$ cat config.mk
export PLATFORM = sky130hd
export DESIGN_NAME = ptw_time_counter
export DESIGN_NICKNAME = d
export VERILOG_FILES = /design/src/include/ptw_pkg.sv /design/src/hw/ptw_time_counter.sv
export SDC_FILE = /design/constraint.sdc
export NUM_CORES = 1
export LEC_CHECK = 0
export BUFFER_PORTS_ARGS = -buffer_cell sky130_fd_sc_hd__buf_2
export CORE_ASPECT_RATIO = 1.2
export CORE_MARGIN = 2
export CORE_UTILIZATION = 55
export DETAILED_ROUTE_END_ITERATION = 8
export PLACE_DENSITY = 0.79
export SYNTH_ARGS = -nofsm -noshare
export SYNTH_HDL_FRONTEND = slang
export SYNTH_SLANG_ARGS = --single-unit
$ cat constraint.sdc
create_clock -name core_clk -period 16.39 [get_ports core_clk]
set_clock_uncertainty 0.15 [all_clocks]
set_input_delay 1.639 -clock core_clk [delete_from_list [all_inputs] [get_ports core_clk]]
set_output_delay 1.639 -clock core_clk [all_outputs]
set_load 0.02 [all_outputs]
$ cat src/include/ptw_pkg.sv
// Package with register map, field positions, reset values and timing constants.
package ptw_pkg;
	// ==========================================================
	// Clock and counter timing
	// ==========================================================
	// Core clock rate in MHz; one core cycle is 5 ns.
	localparam int unsigned CORE_MHZ = 200;
	// Free-running counter rate in MHz.
	localparam int unsigned FREE_MHZ = 120;
	// Nanoseconds added to the syntonized time on each core cycle.
	localparam logic [31:0] NS_STEP = 32'(1000 / CORE_MHZ);
	// Phase accumulator modulus and increment for the 120 MHz count.
	localparam logic [7:0] FREE_MOD = 8'(CORE_MHZ);
	localparam logic [7:0] FREE_INC = 8'(FREE_MHZ);
	// Nanoseconds in one second, the rollover compare reset value.
	localparam logic [31:0] ROLL_RESET = 32'h3b9aca00;

	// ==========================================================
	// Register byte offsets
	// ==========================================================
	localparam logic [7:0] OFS_CONFIG_REGISTER_ZERO = 8'h00;
	localparam logic [7:0] OFS_TSCTRL = 8'h04;
	localparam logic [7:0] OFS_ROLLCMP = 8'h08;
	localparam logic [7:0] OFS_WAVEHI = 8'h0c;
	localparam logic [7:0] OFS_WAVELO = 8'h10;
	localparam logic [7:0] OFS_QCORR = 8'h14;
	localparam logic [7:0] OFS_START = 8'h18;
	localparam logic [7:0] OFS_FREENOW = 8'h1c;
	localparam logic [7:0] OFS_FREECAP = 8'h20;
	localparam logic [7:0] OFS_SEC = 8'h24;
	localparam logic [7:0] OFS_NSEC = 8'h28;
	localparam logic [7:0] OFS_TXLO = 8'h2c;
	localparam logic [7:0] OFS_TXHI = 8'h30;
	localparam logic [7:0] OFS_STATUS = 8'h34;

	// ==========================================================
	// Field positions
	// ==========================================================
	// Config register zero: frame stamp enable and stamp format.
	localparam int FSE_BIT = 0;
	localparam int FMT_LSB = 1;
	// Timestamp control: two enable bits, idle level, stop bit.
	localparam int TSEN_LSB = 0;
	localparam int IDLE_BIT = 2;
	localparam int STOP_BIT = 3;
	// Status: wave running, start armed, tx stamp taken.
	localparam int ST_RUN_BIT = 0;
	localparam int ST_ARM_BIT = 1;
	localparam int ST_TX_BIT = 2;

	// Frame stamp formats.
	typedef enum logic [1:0] {
		PTW_FMT_SHORT = 2'h0,
		PTW_FMT_LONG = 2'h1,
		PTW_FMT_FREE = 2'h2
	} ptw_fmt_t;

	// Waveform generator states, Gray coded along the cycle.
	typedef enum logic [1:0] {
		PTW_WAVE_IDLE = 2'h0,
		PTW_WAVE_ARMED = 2'h1,
		PTW_WAVE_HIGH = 2'h3,
		PTW_WAVE_LOW = 2'h2
	} ptw_wave_t;

	// A 64-bit stamp as delivered with a frame.
	typedef struct packed {
		logic [31:0] hi;
		logic [31:0] lo;
	} ptw_stamp_t;
endpackage

$ cat src/hw/ptw_time_counter.sv
// Time counters, frame stamping and periodic waveform generator with an APB slave.
`timescale 1ns/1ps
// ==========================================================
// Summary of operation
// - Free-running count advances at 120 MHz.
// - 32-bit free count wraps after about 35 s.
// - Every received frame gets a stamp when enabled.
// - Transmit stamp only when host requests capture.
// - Capture input latches free count into register.
// - 64-bit time: 32-bit seconds, 32-bit nanoseconds.
// - Nanoseconds reaching compare clear, seconds increment.
// - Stamp formats: 2s/30ns, 32s/30ns, raw free count.
// - Correction 0..15 lengthens each low period.
// - Start time matched to nanoseconds, one shot.
// - Idle level resets to 0, may become 1.
// - Writing stop returns output to idle level.
// ==========================================================
module ptw_time_counter (
	input wire logic core_clk,
	input wire logic reset,
	// APB slave port.
	input wire logic psel,
	input wire logic penable,
	input wire logic pwrite,
	input wire logic [7:0] paddr,
	input wire logic [31:0] pwdata,
	output logic [31:0] prdata,
	output logic pready,
	output logic pslverr,
	// Asynchronous capture strobe pin.
	input wire logic captureStrobeInput,
	// Frame events from the MAC, same clock domain.
	input wire logic rxFrameStart,
	input wire logic txFrameStart,
	input wire logic txCaptureReq,
	// Stamp delivered with each received frame.
	output ptw_pkg::ptw_stamp_t rxStamp,
	output logic rxStampValid,
	output logic txStampValid,
	// Periodic waveform output pin.
	output logic periodicWaveOutput
);
	// ==========================================================
	// Register storage
	// ==========================================================
	logic frameStampEnable_r; // Stamping of frames enabled.
	logic [1:0] stampFormat_r; // Selected stamp layout.
	logic [1:0] timestampEnable_r; // Both bits must be set to run.
	logic waveIdleLevel_r; // Level shown while the wave is idle.
	logic [31:0] secondRolloverCompare_r; // Nanoseconds per second.
	logic [31:0] waveHighPeriod_r; // High time in nanoseconds.
	logic [31:0] waveLowPeriod_r; // Low time in nanoseconds.
	logic [3:0] waveQuantCorrection_r; // Extra nanoseconds per low phase.
	logic [31:0] waveStartTime_r; // Nanosecond value that starts the wave.
	logic [31:0] freerunCaptureValue_r; // Free count caught by the pin.
	ptw_pkg::ptw_stamp_t txStamp_r; // Last transmit stamp.
	logic txStampNew_r; // A transmit stamp was taken since reset.

	// Counter state.
	logic [31:0] freeCount_r; // Free-running count.
	logic [7:0] freePhase_r; // Fractional phase of the free count.
	logic [31:0] seconds_r; // Seconds half of the syntonized time.
	logic [31:0] nanos_r; // Nanoseconds half of the syntonized time.
	ptw_pkg::ptw_wave_t waveState_r; // Waveform generator state.
	logic [31:0] waveElapsed_r; // Nanoseconds spent in the current phase.

	// Capture pin synchroniser and edge memory.
	logic capMeta_r;
	logic capSync_r;
	logic capPrev_r;

	// Bus decode, counter, waveform and stamp helpers.
	logic accessDone;
	logic writeDone;
	logic countersRun;
	logic [31:0] nanosNxt;
	logic rollover;
	logic [31:0] phaseLen;
	logic [31:0] elapsedNxt;
	logic phaseEnd;
	logic startHit;
	logic stopReq;
	ptw_pkg::ptw_stamp_t stampNow;

	// A transfer completes at the edge where the registered ready is seen.
	assign accessDone = psel && penable && pready;
	assign writeDone = accessDone && pwrite && !pslverr;
	// Counting needs both enable bits, as software must set them.
	assign countersRun = (timestampEnable_r == 2'h3);
	assign stopReq = writeDone && (paddr == ptw_pkg::OFS_TSCTRL) && pwdata[ptw_pkg::STOP_BIT];

	// ==========================================================
	// APB slave
	// ==========================================================
	// Ready rises one cycle into the access phase and lasts one cycle;
	// read data and the error flag are loaded together with it.
	always_ff @(posedge core_clk or posedge reset) begin
		if (reset) begin
			pready <= 1'b0;
			pslverr <= 1'b0;
			prdata <= 32'h0;
		end else if (psel && penable && !pready) begin
			pready <= 1'b1;
			pslverr <= 1'b0;
			prdata <= 32'h0;
			unique case (paddr)
				ptw_pkg::OFS_CONFIG_REGISTER_ZERO: prdata <= {29'h0, stampFormat_r, frameStampEnable_r};
				ptw_pkg::OFS_TSCTRL: prdata <= {29'h0, waveIdleLevel_r, timestampEnable_r};
				ptw_pkg::OFS_ROLLCMP: prdata <= secondRolloverCompare_r;
				ptw_pkg::OFS_WAVEHI: prdata <= waveHighPeriod_r;
				ptw_pkg::OFS_WAVELO: prdata <= waveLowPeriod_r;
				ptw_pkg::OFS_QCORR: prdata <= {28'h0, waveQuantCorrection_r};
				ptw_pkg::OFS_START: prdata <= waveStartTime_r;
				ptw_pkg::OFS_FREENOW: prdata <= freeCount_r;
				ptw_pkg::OFS_FREECAP: prdata <= freerunCaptureValue_r;
				ptw_pkg::OFS_SEC: prdata <= seconds_r;
				ptw_pkg::OFS_NSEC: prdata <= nanos_r;
				ptw_pkg::OFS_TXLO: prdata <= txStamp_r.lo;
				ptw_pkg::OFS_TXHI: prdata <= txStamp_r.hi;
				ptw_pkg::OFS_STATUS: prdata <= {29'h0, txStampNew_r,
					waveState_r == ptw_pkg::PTW_WAVE_ARMED,
					waveState_r == ptw_pkg::PTW_WAVE_HIGH || waveState_r == ptw_pkg::PTW_WAVE_LOW};
				// Unmapped offsets answer with an error and zero data.
				default: pslverr <= 1'b1;
			endcase
		end else begin
			pready <= 1'b0;
			pslverr <= 1'b0;
		end
	end

	// Software-written configuration; read-only offsets ignore writes.
	always_ff @(posedge core_clk or posedge reset) begin
		if (reset) begin
			frameStampEnable_r <= 1'b0;
			stampFormat_r <= 2'h0;
			timestampEnable_r <= 2'h0;
			waveIdleLevel_r <= 1'b0;
			secondRolloverCompare_r <= ptw_pkg::ROLL_RESET;
			waveHighPeriod_r <= 32'h0;
			waveLowPeriod_r <= 32'h0;
			waveQuantCorrection_r <= 4'h0;
			waveStartTime_r <= 32'h0;
		end else if (writeDone) begin
			unique case (paddr)
				ptw_pkg::OFS_CONFIG_REGISTER_ZERO: begin
					frameStampEnable_r <= pwdata[ptw_pkg::FSE_BIT];
					stampFormat_r <= pwdata[ptw_pkg::FMT_LSB +: 2];
				end
				ptw_pkg::OFS_TSCTRL: begin
					timestampEnable_r <= pwdata[ptw_pkg::TSEN_LSB +: 2];
					waveIdleLevel_r <= pwdata[ptw_pkg::IDLE_BIT];
				end
				ptw_pkg::OFS_ROLLCMP: secondRolloverCompare_r <= pwdata;
				ptw_pkg::OFS_WAVEHI: waveHighPeriod_r <= pwdata;
				ptw_pkg::OFS_WAVELO: waveLowPeriod_r <= pwdata;
				ptw_pkg::OFS_QCORR: waveQuantCorrection_r <= pwdata[3:0];
				ptw_pkg::OFS_START: waveStartTime_r <= pwdata;
				default: ;
			endcase
		end
	end

	// ==========================================================
	// Free-running counter
	// ==========================================================
	// A phase accumulator steps 120 of every 200 units per core cycle, so
	// the count advances on average at 120 MHz; single counts jitter by one
	// core cycle, which is the price of staying on one clock.
	always_ff @(posedge core_clk or posedge reset) begin
		if (reset) begin
			freePhase_r <= 8'h0;
			freeCount_r <= 32'h0;
		end else if (countersRun) begin
			if ({1'b0, freePhase_r} + {1'b0, ptw_pkg::FREE_INC} >= {1'b0, ptw_pkg::FREE_MOD}) begin
				freePhase_r <= 8'(freePhase_r + ptw_pkg::FREE_INC - ptw_pkg::FREE_MOD);
				// Full 32 bits: wraps after about 35.8 s.
				freeCount_r <= freeCount_r + 32'h1;
			end else begin
				freePhase_r <= 8'(freePhase_r + ptw_pkg::FREE_INC);
			end
		end
	end

	// Two flops bring the pin into the core domain; a third remembers the
	// previous level so that only the rising edge captures.
	always_ff @(posedge core_clk or posedge reset) begin
		if (reset) begin
			capMeta_r <= 1'b0;
			capSync_r <= 1'b0;
			capPrev_r <= 1'b0;
		end else begin
			capMeta_r <= captureStrobeInput;
			capSync_r <= capMeta_r;
			capPrev_r <= capSync_r;
		end
	end

	// The capture register holds the count seen at the strobe edge.
	always_ff @(posedge core_clk or posedge reset) begin
		if (reset) begin
			freerunCaptureValue_r <= 32'h0;
		end else if (capSync_r && !capPrev_r) begin
			freerunCaptureValue_r <= freeCount_r;
		end
	end

	// ==========================================================
	// Syntonized counter
	// ==========================================================
	// The nanoseconds half advances 5 ns per cycle; reaching the compare
	// value clears it (keeping any overshoot) and bumps the seconds.
	assign nanosNxt = nanos_r + ptw_pkg::NS_STEP;
	assign rollover = (nanosNxt >= secondRolloverCompare_r);

	always_ff @(posedge core_clk or posedge reset) begin
		if (reset) begin
			seconds_r <= 32'h0;
			nanos_r <= 32'h0;
		end else if (countersRun) begin
			if (rollover) begin
				nanos_r <= nanosNxt - secondRolloverCompare_r;
				seconds_r <= seconds_r + 32'h1;
			end else begin
				nanos_r <= nanosNxt;
			end
		end
	end

	// ==========================================================
	// Frame time stamps
	// ==========================================================
	// Stamp layout chosen by the format field.
	always_comb begin
		stampNow = '0;
		unique case (stampFormat_r)
			ptw_pkg::PTW_FMT_SHORT: stampNow.lo = {seconds_r[1:0], nanos_r[29:0]};
			ptw_pkg::PTW_FMT_LONG: stampNow = {seconds_r, 2'h0, nanos_r[29:0]};
			default: stampNow.lo = freeCount_r;
		endcase
	end

	// Every received frame start is stamped while stamping is on and the counters run; the MAC
	// places the stamp ahead of the frame data.
	always_ff @(posedge core_clk or posedge reset) begin
		if (reset) begin
			rxStamp <= '0;
			rxStampValid <= 1'b0;
		end else begin
			rxStampValid <= rxFrameStart && frameStampEnable_r && countersRun;
			if (rxFrameStart && frameStampEnable_r && countersRun) begin
				rxStamp <= stampNow;
			end
		end
	end

	// Transmit frames are stamped only on request.
	always_ff @(posedge core_clk or posedge reset) begin
		if (reset) begin
			txStamp_r <= '0;
			txStampNew_r <= 1'b0;
			txStampValid <= 1'b0;
		end else begin
			txStampValid <= txFrameStart && txCaptureReq && frameStampEnable_r && countersRun;
			if (txFrameStart && txCaptureReq && frameStampEnable_r && countersRun) begin
				txStamp_r <= stampNow;
				txStampNew_r <= 1'b1;
			end
		end
	end

	// ==========================================================
	// Waveform generator
	// ==========================================================
	// The low phase carries the quantization correction so that a period
	// that is not a multiple of sixteen averages out right. Periods that are
	// not multiples of sixteen still work here, but software keeps to them.
	assign phaseLen = (waveState_r == ptw_pkg::PTW_WAVE_HIGH) ? waveHighPeriod_r :
		waveLowPeriod_r + {28'h0, waveQuantCorrection_r};
	assign elapsedNxt = waveElapsed_r + ptw_pkg::NS_STEP;
	assign phaseEnd = (elapsedNxt >= phaseLen);
	// The start value matches when it falls inside this cycle's 5 ns step.
	assign startHit = countersRun && ((waveStartTime_r - nanos_r) < ptw_pkg::NS_STEP);

	// Writing the start time arms one start; stop always wins.
	always_ff @(posedge core_clk or posedge reset) begin
		if (reset) begin
			waveState_r <= ptw_pkg::PTW_WAVE_IDLE;
			waveElapsed_r <= 32'h0;
		end else if (stopReq) begin
			waveState_r <= ptw_pkg::PTW_WAVE_IDLE;
			waveElapsed_r <= 32'h0;
		end else if (writeDone && paddr == ptw_pkg::OFS_START) begin
			waveState_r <= ptw_pkg::PTW_WAVE_ARMED;
			waveElapsed_r <= 32'h0;
		end else begin
			unique case (waveState_r)
				ptw_pkg::PTW_WAVE_IDLE: ;
				ptw_pkg::PTW_WAVE_ARMED: begin
					if (startHit) begin
						waveState_r <= ptw_pkg::PTW_WAVE_HIGH;
					end
				end
				ptw_pkg::PTW_WAVE_HIGH, ptw_pkg::PTW_WAVE_LOW: begin
					// Time only moves while the syntonized counter runs.
					if (countersRun) begin
						if (phaseEnd) begin
							// Overshoot carries into the next phase.
							waveElapsed_r <= elapsedNxt - phaseLen;
							waveState_r <= (waveState_r == ptw_pkg::PTW_WAVE_HIGH) ?
								ptw_pkg::PTW_WAVE_LOW : ptw_pkg::PTW_WAVE_HIGH;
						end else begin
							waveElapsed_r <= elapsedNxt;
						end
					end
				end
			endcase
		end
	end

	// Output pin follows the phase, or the idle level when not running.
	always_ff @(posedge core_clk or posedge reset) begin
		if (reset) begin
			periodicWaveOutput <= 1'b0;
		end else if (stopReq) begin
			periodicWaveOutput <= pwdata[ptw_pkg::IDLE_BIT];
		end else begin
			unique case (waveState_r)
				ptw_pkg::PTW_WAVE_HIGH: periodicWaveOutput <= 1'b1;
				ptw_pkg::PTW_WAVE_LOW: periodicWaveOutput <= 1'b0;
				default: periodicWaveOutput <= waveIdleLevel_r;
			endcase
		end
	end
endmodule

After elaboration in Yosys (flattened, before gate mapping). Index checks and enable logic that the tools add are counted.

Add/sub/neg operators: 11. Magnitude comparators: 4. Equal/unequal tests: 21. Muxes and demuxes: 23. Reductions and logical operators: 37.

Operators by type and width (count): $pmux 32 s14 (1); $mux 32 (8); $sub 32x32->32 (3); $add 32x1->32 const B (2); $add 32x3->32 const B (2); $ge 32x32->1 (2); $pmux 32 s2 (1); $eq 8x6->1 const B (6); $add 32x4->32 (1); $eq 8x5->1 const B (4); $lt 32x3->1 const B (1); $reduce_and 2->1 (10); $eq 8x4->1 const B (2); $logic_and 1x1->1 (15); $reduce_or 14->1 (1); $mux 2 (5); $add 8x7->9 const B (1); $ge 9x8->1 const B (1); $add 8x7->8 const B (1); $eq 8x3->1 const B (1); $logic_not 8->1 (1); $mux 8 (1); $ne 4x4->1 const B (2); $sub 8x8->8 const B (1); 13 further kinds (23).

Register bits after elaboration: 477. Output and inout port bits: 101.

Longest topological paths before layout. Gate-level depths: netlist (run 1).

Depth after elaboration: 8. Gate-level depth with buffers: 24.

Worst setup path before layout (run 1). OpenSTA, ideal clock, no wires.

Path type: register to register. Start point: register waveLowPeriod_r[1]. End point: register waveElapsed_r[24]. Setup time: 0.124 ns. Arrival time: 4.358 ns. Data required time: 16.116 ns. Slack: 11.758 ns. Cell stages (with the launch flop): 24. Path through: dfrtp_1 > ha_1 > a21o_1 > a21o_1 > a21oi_1 > nor4_2 > nand2_1 > or2_1 > clkbuf_1 > xor2_1 > nand2_1 > o21ai_0 > ha_1 > nand4_1 > nor4_1 > o21ai_0 > o211ai_1 > o21ai_0 > a21oi_1 > buf_2 > buf_2 > nand2_1 > o211ai_1 > nand2_1.

Cells in the longest elaborated chain, start to end: 8.

RTL lines: from (decl) (line ptw_time_counter.sv:52) `logic [31:0] waveLowPeriod_r;`; from (signal assigned) (line ptw_time_counter.sv:156) `ptw_pkg::OFS_WAVELO: waveLowPeriod_r <= pwdata;`; $add 32x4->32 (*) (line ptw_time_counter.sv:279) `waveLowPeriod_r + {28'h0, waveQuantCorrection_r};`; $mux 32 (*) (line ptw_time_counter.sv:278) `assign phaseLen = (waveState_r == ptw_pkg::PTW_WAVE_HIGH) ? waveHighPeriod_r :`; $sub 32x32->32 / $ge 32x32->1 (equally long branches) (line ptw_time_counter.sv:309, ptw_time_counter.sv:281); $mux 32 (*) (line ptw_time_counter.sv:307) `if (phaseEnd) begin`; $mux 32 (*) (line ptw_time_counter.sv:306) `if (countersRun) begin`; $mux 32 (*) (line ptw_time_counter.sv:297) `unique case (waveState_r)`; $mux 32 (*) (line ptw_time_counter.sv:293) `end else if (writeDone && paddr == ptw_pkg::OFS_START) begin`; $mux 32 (*) (line ptw_time_counter.sv:290) `end else if (stopReq) begin`; to (signal assigned) (line ptw_time_counter.sv:309) `waveElapsed_r <= elapsedNxt - phaseLen;`; to (signal assigned) (line ptw_time_counter.sv:313) `waveElapsed_r <= elapsedNxt;`; to (decl) (line ptw_time_counter.sv:65) `logic [31:0] waveElapsed_r;`.

Mark *: on every way between the ends. The rest lies on a longest branch, timed or not. The select of a mux whose other input is x is not followed. A chain may end at the register's enable or synchronous reset.

Final worst setup path (run 1).
Start point: register waveLowPeriod_r[1]. End point: register waveElapsed_r[10].

The elaborated chain is that of the path after synthesis.

==> impl_metrics.py, run 1 <==
metrics = {
    "global_route": {
        "grt_pass1_wl_um": 150000,
        "antenna_found_initial": 4,
        "track_usage": 0.376,
        "grt_pass1_vias": 24500,
        "grt_max_degree": 130,
        "grt_overflow_total": 0,
    },
    "floorplanning": {
        "coreArea_um2": 50300,
        "ioPinCount": 150,
        "core.rowCount": 90,
        "dieArea_um2": 52700,
        "start_util": 0.556,
        "die_w_um": 210,
        "die_h_um": 251,
    },
    "setup_path": {
        "required_ns": 16.68,
        "worstPathArrival_ns": 6.69,
        "cp_num_buf_inv": 2,
        "critPathKind": "flip-flop to flip-flop",
        "crit_family": "simple AND/OR/NAND/NOR gates",
        "slowest_stage": "nor4_2",
        "endpoint_kind": "flip-flop",
        "cp_max_fo": 51,
        "path_cells": "ha_1 -> a21o_1 -> a21o_1 -> a21oi_1 -> nor4_2 -> buf_4 -> nand2_1 -> or2_1 -> xor2_1 -> nand2_1 -> o21ai_0 -> ha_1 -> nand4_1 -> nor4_1 -> o21ai_0 -> o211ai_1 -> o21ai_0 -> a21oi_4 -> buf_4 -> or2_1 -> nor2_1 -> o21ai_0 -> o21ai_0",
        "crit_path_frequent_cell": "o21ai_0",
        "crit_path_start_kind": "flip-flop",
        "max_stage_delay_ns": 0.57,
    },
    "synth": {
        "synth_compound_area_frac": 0.195,
        "synth.distinct_cells": 89,
        "syn-num-nets": 3178,
        "synth_edf_count": 0,
        "synthCells": 3019,
        "ys_warn_count": 0,
        "synth_top_family_by_area": "compound AO/OA/AOI/OAI gates",
        "syn_avg_cell_area_um2": 9.27,
        "synth-main-ff-cell": "dfrtp_1",
        "ys_top_cells_by_area": "dfrtp_1 (41%), nand2_1 (5.8%), mux2_2 (5.4%), o21ai_0 (5.3%), ha_1 (4.7%)",
        "ys_seq_area_frac": 0.424,
        "async_flop_share": 1.00,
        "ys_ff_latch": 474,
        "synthSimpleGateAreaFrac": 0.156,
        "synthMuxAreaShare": 0.0694,
        "synth-xor-area-share": 0.0669,
        "synth-adder-area-share": 0.0502,
        "synth_area_leader_cell": "dfrtp_1",
        "synth.cell_area_um2": 28000,
        "netlist.area_leader.share": 0.412,
    },
    "finish": {
        "area.growth.synth_to_final_pct": 10.3,
        "fin_nets": 3244,
        "post-route-cell-area_um2": 30900,
        "fin_cells": 3767,
        "drive_gt1_frac": 0.152,
        "fillers": 4185,
    },
    "clocking": {
        "clockBufferDepth": 3,
        "cts_tree": "built",
        "clk_latency_ns": 0.61,
        "clkSlewWorstSetupHoldPaths_ns": 0.07,
        "cts_resized": 0,
        "numCtsBuffers": 49,
        "clock_sinks": 474,
        "clock-root-buffer": "clkbuf_16",
        "cts_setup_buffers": 0,
        "cts_hold_buf": 0,
        "htree_num_levels": 2,
    },
    "timing": {
        "max_freq_mhz": 156,
        "slew_headroom": 0.132,
        "finalSetupViolCount": 0,
        "period_needed_ns": 6.41,
        "finalHoldViolCount": 0,
        "setup_tns_ns": 0,
        "worst_pin_slew_ns": 1.30,
        "rsz0062_at_grt": "no",
        "slew_violations": 0,
        "holdWs_ns": 0.205,
        "min_period_over_period": 0.391,
    },
    "drt": {
        "drt_iter0_markers": 2884,
        "routedWlPerCell_um": 26.4,
        "ant_nets": 0,
        "dr.pass1.iters": 6,
        "vias": 24900,
        "drt_wl_total_um": 99300,
        "via_per_inst": 6.62,
        "drc": 0,
    },
    "power": {
        "p_switching_uw": 610,
        "seqPwrFrac": 0.479,
        "power_density_nw_per_um2": 80.8,
        "switching_share": 0.245,
        "combinationalPowerShare": 0.054,
        "pwr-share-clk": 0.467,
        "leakagePower_nw": 14.4,
        "intPower_mw": 1.88,
        "ir_worst_vdd_mv": 0.0853,
    },
    "place": {
        "dp.cells": 3678,
        "port_buffers": 149,
        "dpl.hpwl_um": 71800,
        "gp_congestion": 1.03,
        "dpl_cell_area_um2": 29200,
    },
    "run": {
        "maxCapViolCount": 0,
    },
    "hold_path": {
        "hold_path.class": "flip-flop to flip-flop",
    },
    "run_status": {
        "status": "finished clean",
    },
}
[power groups by stage]
| stage | sequential, mW | combinational, mW | clock, mW |
|---|---|---|---|
| floorplan | 1.23 | 0.0664 | 0 |
| global placement | 1.22 | 0.130 | 0 |
| detailed placement | 1.22 | 0.132 | 0 |
| CTS | 1.20 | 0.133 | 1.17 |
| global route | 1.20 | 0.145 | 1.21 |
| finish | 1.20 | 0.134 | 1.16 |
[cell usage after synthesis, types with 8 or more instances]
library cell,count
or3_1,21
ha_1,106
o221ai_1,10
clkbuf_1,139
dfstp_2,13
o211ai_1,13
nand3b_1,8
o22ai_1,15
a21oi_1,117
inv_1,110
a21o_1,36
mux2i_1,41
dfrtp_1,461
a211oi_1,15
nor3_2,9
mux2_2,134
nand3_1,83
buf_2,11
xnor2_1,148
xor2_1,66
nor2_1,148
a221oi_1,62
nor4_1,19
a22o_1,34
a31oi_1,49
and4_1,8
nand4_1,54
nand2_1,433
nor3_1,44
nor3b_1,8
a22oi_1,84
o21ai_0,296
nand2b_1,12
and3_1,34
o21a_1,19
o21bai_1,15
and2_1,10
nor2b_1,14
[state kept, by name, indices dropped and copies added, names as in the netlist, 2 cells and up]
name                     count
waveState_r                  2
stampFormat_r                2
freePhase_r                  5
secondRolloverCompare_r     32
txStamp_r                   64
waveLowPeriod_r             32
nanos_r                     32
seconds_r                   32
prdata                      32
waveStartTime_r             32
waveHighPeriod_r            32
freerunCaptureValue_r       32
freeCount_r                 32
timestampEnable_r            2
waveElapsed_r               32
rxStamp                     64
waveQuantCorrection_r        4
[cell usage in the layout, fill, tap and decap left out, types with 21 or more instances in the layout]
cell type,count
nor3_1,41
a21o_1,36
o21ai_0,296
mux2_2,134
nor2_1,137
nand4_1,54
a221oi_1,62
a31oi_1,49
mux2i_1,41
a22o_1,34
nand2_1,432
xnor2_1,148
a22oi_1,84
and3_1,34
dfrtp_1,460
xor2_1,66
a21oi_1,116
nand3_1,82
ha_1,106
inv_1,109
or3_1,21
clkbuf_16,49
buf_2,149
buf_4,31
[stage by stage]
stage	worst slack, ns	power (mW)	util
finish	9.98	2.49	0.613
global route	9.53	2.55	0.613
CTS	10.25	2.50	0.613
detailed placement	10.29	1.35	0.580
global placement	10.34	1.35	0.580
floorplan	1.40	1.29	-
[cell families (layout without fill, tap and decap cells)]
family	count (synthesis)	count (layout)
and+or+nand+nor	934	934
AOI/OAI and AO/OA	835	835
DFF	474	474
buffers and inverters	276	379
xor gates and xnor gates	214	214
muxes	176	176
adders and majority gates	110	110
other	0	1
[area by class of cell]
type	instances	area, µm²	area share
Clock inverter	20	251	0.00815
Antenna cell	1	2.50	0.0000811
Clock buffer	68	1400	0.0453
Tap cell	644	806	0.0261
Sequential cell	474	11900	0.385
Inverter	111	424	0.0137
Timing Repair Buffer	180	978	0.0317
Multi-Input combinational cell	2269	15100	0.490
[worst register-to-register path, cell delays in order (launching register included)]
cell and delay [ns]:
dfrtp_1 0.40, ha_1 0.30, a21o_1 0.13, a21o_1 0.15, a21oi_1 0.11, nor4_2 0.57, buf_4 0.29, nand2_1 0.13
or2_1 0.36, xor2_1 0.19, nand2_1 0.08, o21ai_0 0.26, ha_1 0.47, nand4_1 0.14, nor4_1 0.49, o21ai_0 0.18
o211ai_1 0.23, o21ai_0 0.25, a21oi_4 0.17, buf_4 0.47, or2_1 0.36, nor2_1 0.08, o21ai_0 0.15, o21ai_0 0.11
[path summary, 6_finish.rpt]
check | start | slack [ns] | endpoint | cells after the start
worst max-delay path | waveLowPeriod_r[1] | 9.98 | waveElapsed_r[10] | 23
worst min-delay path | capMeta_r | 0.21 | capSync_r | 0
worst max register to register | waveLowPeriod_r[1] | 9.98 | waveElapsed_r[10] | 23
worst min register to register | capMeta_r | 0.21 | capSync_r | 0
max in group asynchronous | reset | 12.61 | rxStamp[59] | 4
min in group asynchronous | reset | 1.00 | waveElapsed_r[9] | 2
[metal layers]
metal | up-vias | routed length [µm] | GRT usage
met5 | - | 0 | 0
met4 | 0 | 8070 | 0.261
met3 | 352 | 7720 | 0.0551
met2 | 1333 | 45400 | 0.595
met1 | 12200 | 38100 | 0.479
li1 | 11000 | - | -
Note: power is estimated with default switching activity, not from simulation.
==> run 2: changes to the inputs <==
--- a/config.mk
+++ b/config.mk
@@ -5,6 +5,7 @@
 export SDC_FILE = /design/constraint.sdc
 export NUM_CORES = 1
 export LEC_CHECK = 0
+export ABC_AREA = 1
 export BUFFER_PORTS_ARGS = -buffer_cell sky130_fd_sc_hd__buf_2
 export CORE_ASPECT_RATIO = 1.2
 export CORE_MARGIN = 2
==> constraint.sdc (replaced) <==
create_clock -name core_clk -period 6.7 [get_ports core_clk]
set_clock_uncertainty 0.15 [all_clocks]
set_input_delay 0.67 -clock core_clk [delete_from_list [all_inputs] [get_ports core_clk]]
set_output_delay 0.67 -clock core_clk [all_outputs]
set_load 0.02 [all_outputs]
==> run 2 against run 1 <==
  * Critical path depth is the same
  * Sequential share of layout area shrank 2.7 points
  * Non-clock buffer count fell by 5
  * Synthesized cell count increased by 35%
  * First-iteration DRC count grew 3.4%
  * Global-route usage is 2.4 points lower
  * Highest routed layer unchanged
==> impl_metrics.py, run 2 <==
metrics = {
    "finish": {
        "final_cell_mix": "nand2_1 (1062), inv_1 (537), dfrtp_1 (460)",
        "fin_util": 0.609,
        "multiInputGateArea_um2": 15700,
        "drive_gt1_frac": 0.107,
        "fin_cells": 4913,
        "area.growth.synth_to_final_pct": 9.88,
        "seq_area_um2": 11900,
        "antennaDiodeCount": 0,
        "fin_nets": 4315,
        "largestRegisters": "rxStamp: 64 flops, txStamp_r: 64 flops",
        "fillers": 4978,
        "final_common_cell": "nand2_1",
    },
    "setup_path": {
        "worstRegToRegCells": 23,
        "regToRegEndpoint": "waveElapsed_r[19]",
        "regToRegStartpoint": "waveLowPeriod_r[2]",
        "cp-endpoint": "waveElapsed_r[19]",
        "crit_path_start": "waveLowPeriod_r[2]",
        "crit_path_start_kind": "flip-flop",
        "worst-r2r-setup-slack_ns": 1.55,
        "endpoint_kind": "flip-flop",
        "worstPathArrival_ns": 5.44,
        "required_ns": 6.99,
        "cp_max_fo": 22,
        "critPathKind": "flip-flop to flip-flop",
    },
    "drt": {
        "drt_wl_total_um": 101000,
        "dr.pass1.iters": 7,
        "drt_iter0_markers": 2981,
        "via_per_inst": 5.80,
        "routedWlPerCell_um": 20.5,
        "vias": 28500,
        "drc": 0,
        "ant_nets": 0,
    },
    "run": {
        "maxCapViolCount": 0,
    },
    "clocking": {
        "clock-root-buffer": "clkbuf_16",
        "htree_num_levels": 2,
        "cts_tree": "built",
        "clockBufferDepth": 3,
        "numCtsBuffers": 48,
        "clk_latency_ns": 0.61,
        "clkSlewWorstSetupHoldPaths_ns": 0.07,
        "cts_setup_buffers": 0,
        "clock_sinks": 474,
    },
    "power": {
        "ir_worst_vdd_mv": 0.324,
        "seqPwrFrac": 0.405,
        "p_switching_mw": 2.22,
        "power_density_nw_per_um2": 215,
        "power_mw": 7.15,
        "leakagePower_nw": 17.1,
        "intPower_mw": 4.93,
        "switching_share": 0.310,
        "combinationalPowerShare": 0.195,
        "pwr-share-clk": 0.401,
    },
    "global_route": {
        "use_met3": 0.0685,
        "track_usage": 0.352,
        "grt_overflow_total": 0,
        "grt_busiest_layer": "met2",
        "antenna_found_initial": 0,
        "grt_pass1_vias": 27300,
        "grt_max_degree": 168,
        "grt_use_met1": 0.445,
        "grt_use_met2": 0.584,
        "grt_pass1_wl_um": 154000,
    },
    "synth": {
        "synth-main-ff-cell": "dfrtp_1",
        "yosysMostFrequentCell": "nand2_1",
        "netlist.area_leader.share": 0.382,
        "ys_ff_latch": 474,
        "syn_avg_cell_area_um2": 7.44,
        "synth_commonest_cells": "nand2_1 (1068), inv_1 (539), dfrtp_1 (461)",
        "synthCells": 4063,
        "synth.distinct_cells": 66,
        "ys_seq_area_frac": 0.393,
        "synth_edf_count": 0,
        "async_flop_share": 1.00,
        "ys_top_cells_by_area": "dfrtp_1 (38%), nand2_1 (13%), inv_1 (6.7%), o21ai_0 (6.5%), ha_1 (4.4%)",
        "synth.cell_area_um2": 30200,
        "syn-num-nets": 4222,
        "ys_warn_count": 0,
        "synth_area_leader_cell": "dfrtp_1",
    },
    "place": {
        "dp.cells": 4825,
        "post-place-ws_ns": 1.65,
        "gp_congestion": 1.02,
        "port_buffers": 149,
        "dpl.hpwl_um": 76000,
    },
    "hold_path": {
        "hold_path.class": "input pin to flip-flop",
    },
    "timing": {
        "rsz0062_at_grt": "no",
        "finalSetupViolCount": 0,
        "min_period_over_period": 0.769,
        "finalHoldViolCount": 0,
        "holdWs_ns": 0.0233,
        "slew_violations": 0,
        "worst_pin_slew_ns": 1.15,
        "fin_ws_ns": 1.55,
        "max_freq_mhz": 194,
        "slew_headroom": 0.230,
        "period_needed_ns": 5.15,
    },
    "floorplanning": {
        "dieArea_um2": 56900,
        "ioPinCount": 150,
        "core.rowCount": 94,
        "die_h_um": 261,
        "start_util": 0.554,
        "die_w_um": 218,
        "coreArea_um2": 54600,
    },
    "run_status": {
        "status": "finished clean",
    },
}
[run 2: cell count changes in the layout (fill, tap and decap cells not counted), moves of 62 or more]
cell | previous run | this run
xnor2_1 | 148 | 33
nand2_1 | 432 | 1062
mux2_2 | 134 | 67
inv_1 | 109 | 537
a21oi_1 | 116 | 178
o21ai_0 | 296 | 391
a22oi_1 | 84 | 4
nor2_1 | 137 | 308
o22ai_1 | 15 | 80
xor2_1 | 66 | 145
[run 2: logic make-up (layout without fill, tap and decap cells)]
| kind of cell | after synthesis | in the layout | share of synthesized area |
|---|---|---|---|
| simple gates | 1725 | 1725 | 0.243 |
| flops | 474 | 474 | 0.393 |
| mux | 68 | 68 | 0.0253 |
| xor+xnor | 178 | 178 | 0.0516 |
| buf+inv | 699 | 829 | 0.0893 |
| fa+ha+maj | 110 | 110 | 0.0465 |
| compound gates | 809 | 809 | 0.151 |
[run 2: metal layers]
| metal | wire length [µm] | vias up |
|---|---|---|
| li1 | - | 13400 |
| met1 | 40000 | 13600 |
| met2 | 47100 | 1228 |
| met3 | 8500 | 276 |
| met4 | 5100 | 0 |
| met5 | 0 | - |
[run 2: through the flow]
step	TNS, ns	instance area, µm²
after global routing	0	33200
after CTS	0	33200
after floorplan	-244.42	30200
after global placement	0	31600
final	0	33200
after detailed placement	0	31600
[run 2: power by group through the flow]
stage | logic (mW) | registers, mW | clock network [mW]
after floorplan | 1.03 | 2.95 | 0
after global placement | 1.38 | 2.95 | 0
after detailed placement | 1.38 | 2.95 | 0
after CTS | 1.38 | 2.89 | 2.89
after global routing | 1.56 | 2.90 | 2.99
final | 1.39 | 2.89 | 2.86
[run 2: how the worst min path moves through the flow]
stage / startpoint / to / slack (ns) / depth (start not counted)
2_1_floorplan: capMeta_r / capSync_r / 0.18 / 0
6_report: captureStrobeInput / capMeta_r / 0.02 / 1
3_5_place_dp: capMeta_r / capSync_r / 0.19 / 0
5_1_grt: captureStrobeInput / capMeta_r / 0.02 / 1
4_1_cts: captureStrobeInput / capMeta_r / 0.008 / 1
3_3_place_gp: capMeta_r / capSync_r / 0.18 / 0
[run 2: critical path: stages (launching register included)]
cell and delay, ns:
dfrtp_1 0.41, ha_1 0.37, nand3_1 0.12, nand2_1 0.12, nand2_1 0.07, nand2_1 0.06, nand2_1 0.06, nor2_1 0.13
nand2_1 0.16, nor4_1 0.43, nand2_1 0.20, nor2_1 0.15, xor2_1 0.14, o21ai_0 0.11, ha_1 0.39, a21o_1 0.19
a31oi_1 0.20, o21ai_0 0.14, a21oi_1 0.18, nand3_2 0.34, inv_1 0.52, a21oi_1 0.11, o21ai_0 0.09, o21ai_0 0.11
[run 2: final cells by class]
class	instances	area share
clock inverter	22	0.00776
tap	720	0.0271
sequential	474	0.358
timing repair buffer	175	0.0288
clock buffer	65	0.0420
inverter	567	0.0644
multi-input combinational	2890	0.472
[run 2: what timing repair did]
action | in CTS | in global routing
hold endpoints to repair | 9 | 0
gates resized for setup | 0 | 0
endpoints found under the setup margin | 0 | 0
hold buffers | 1 | 0
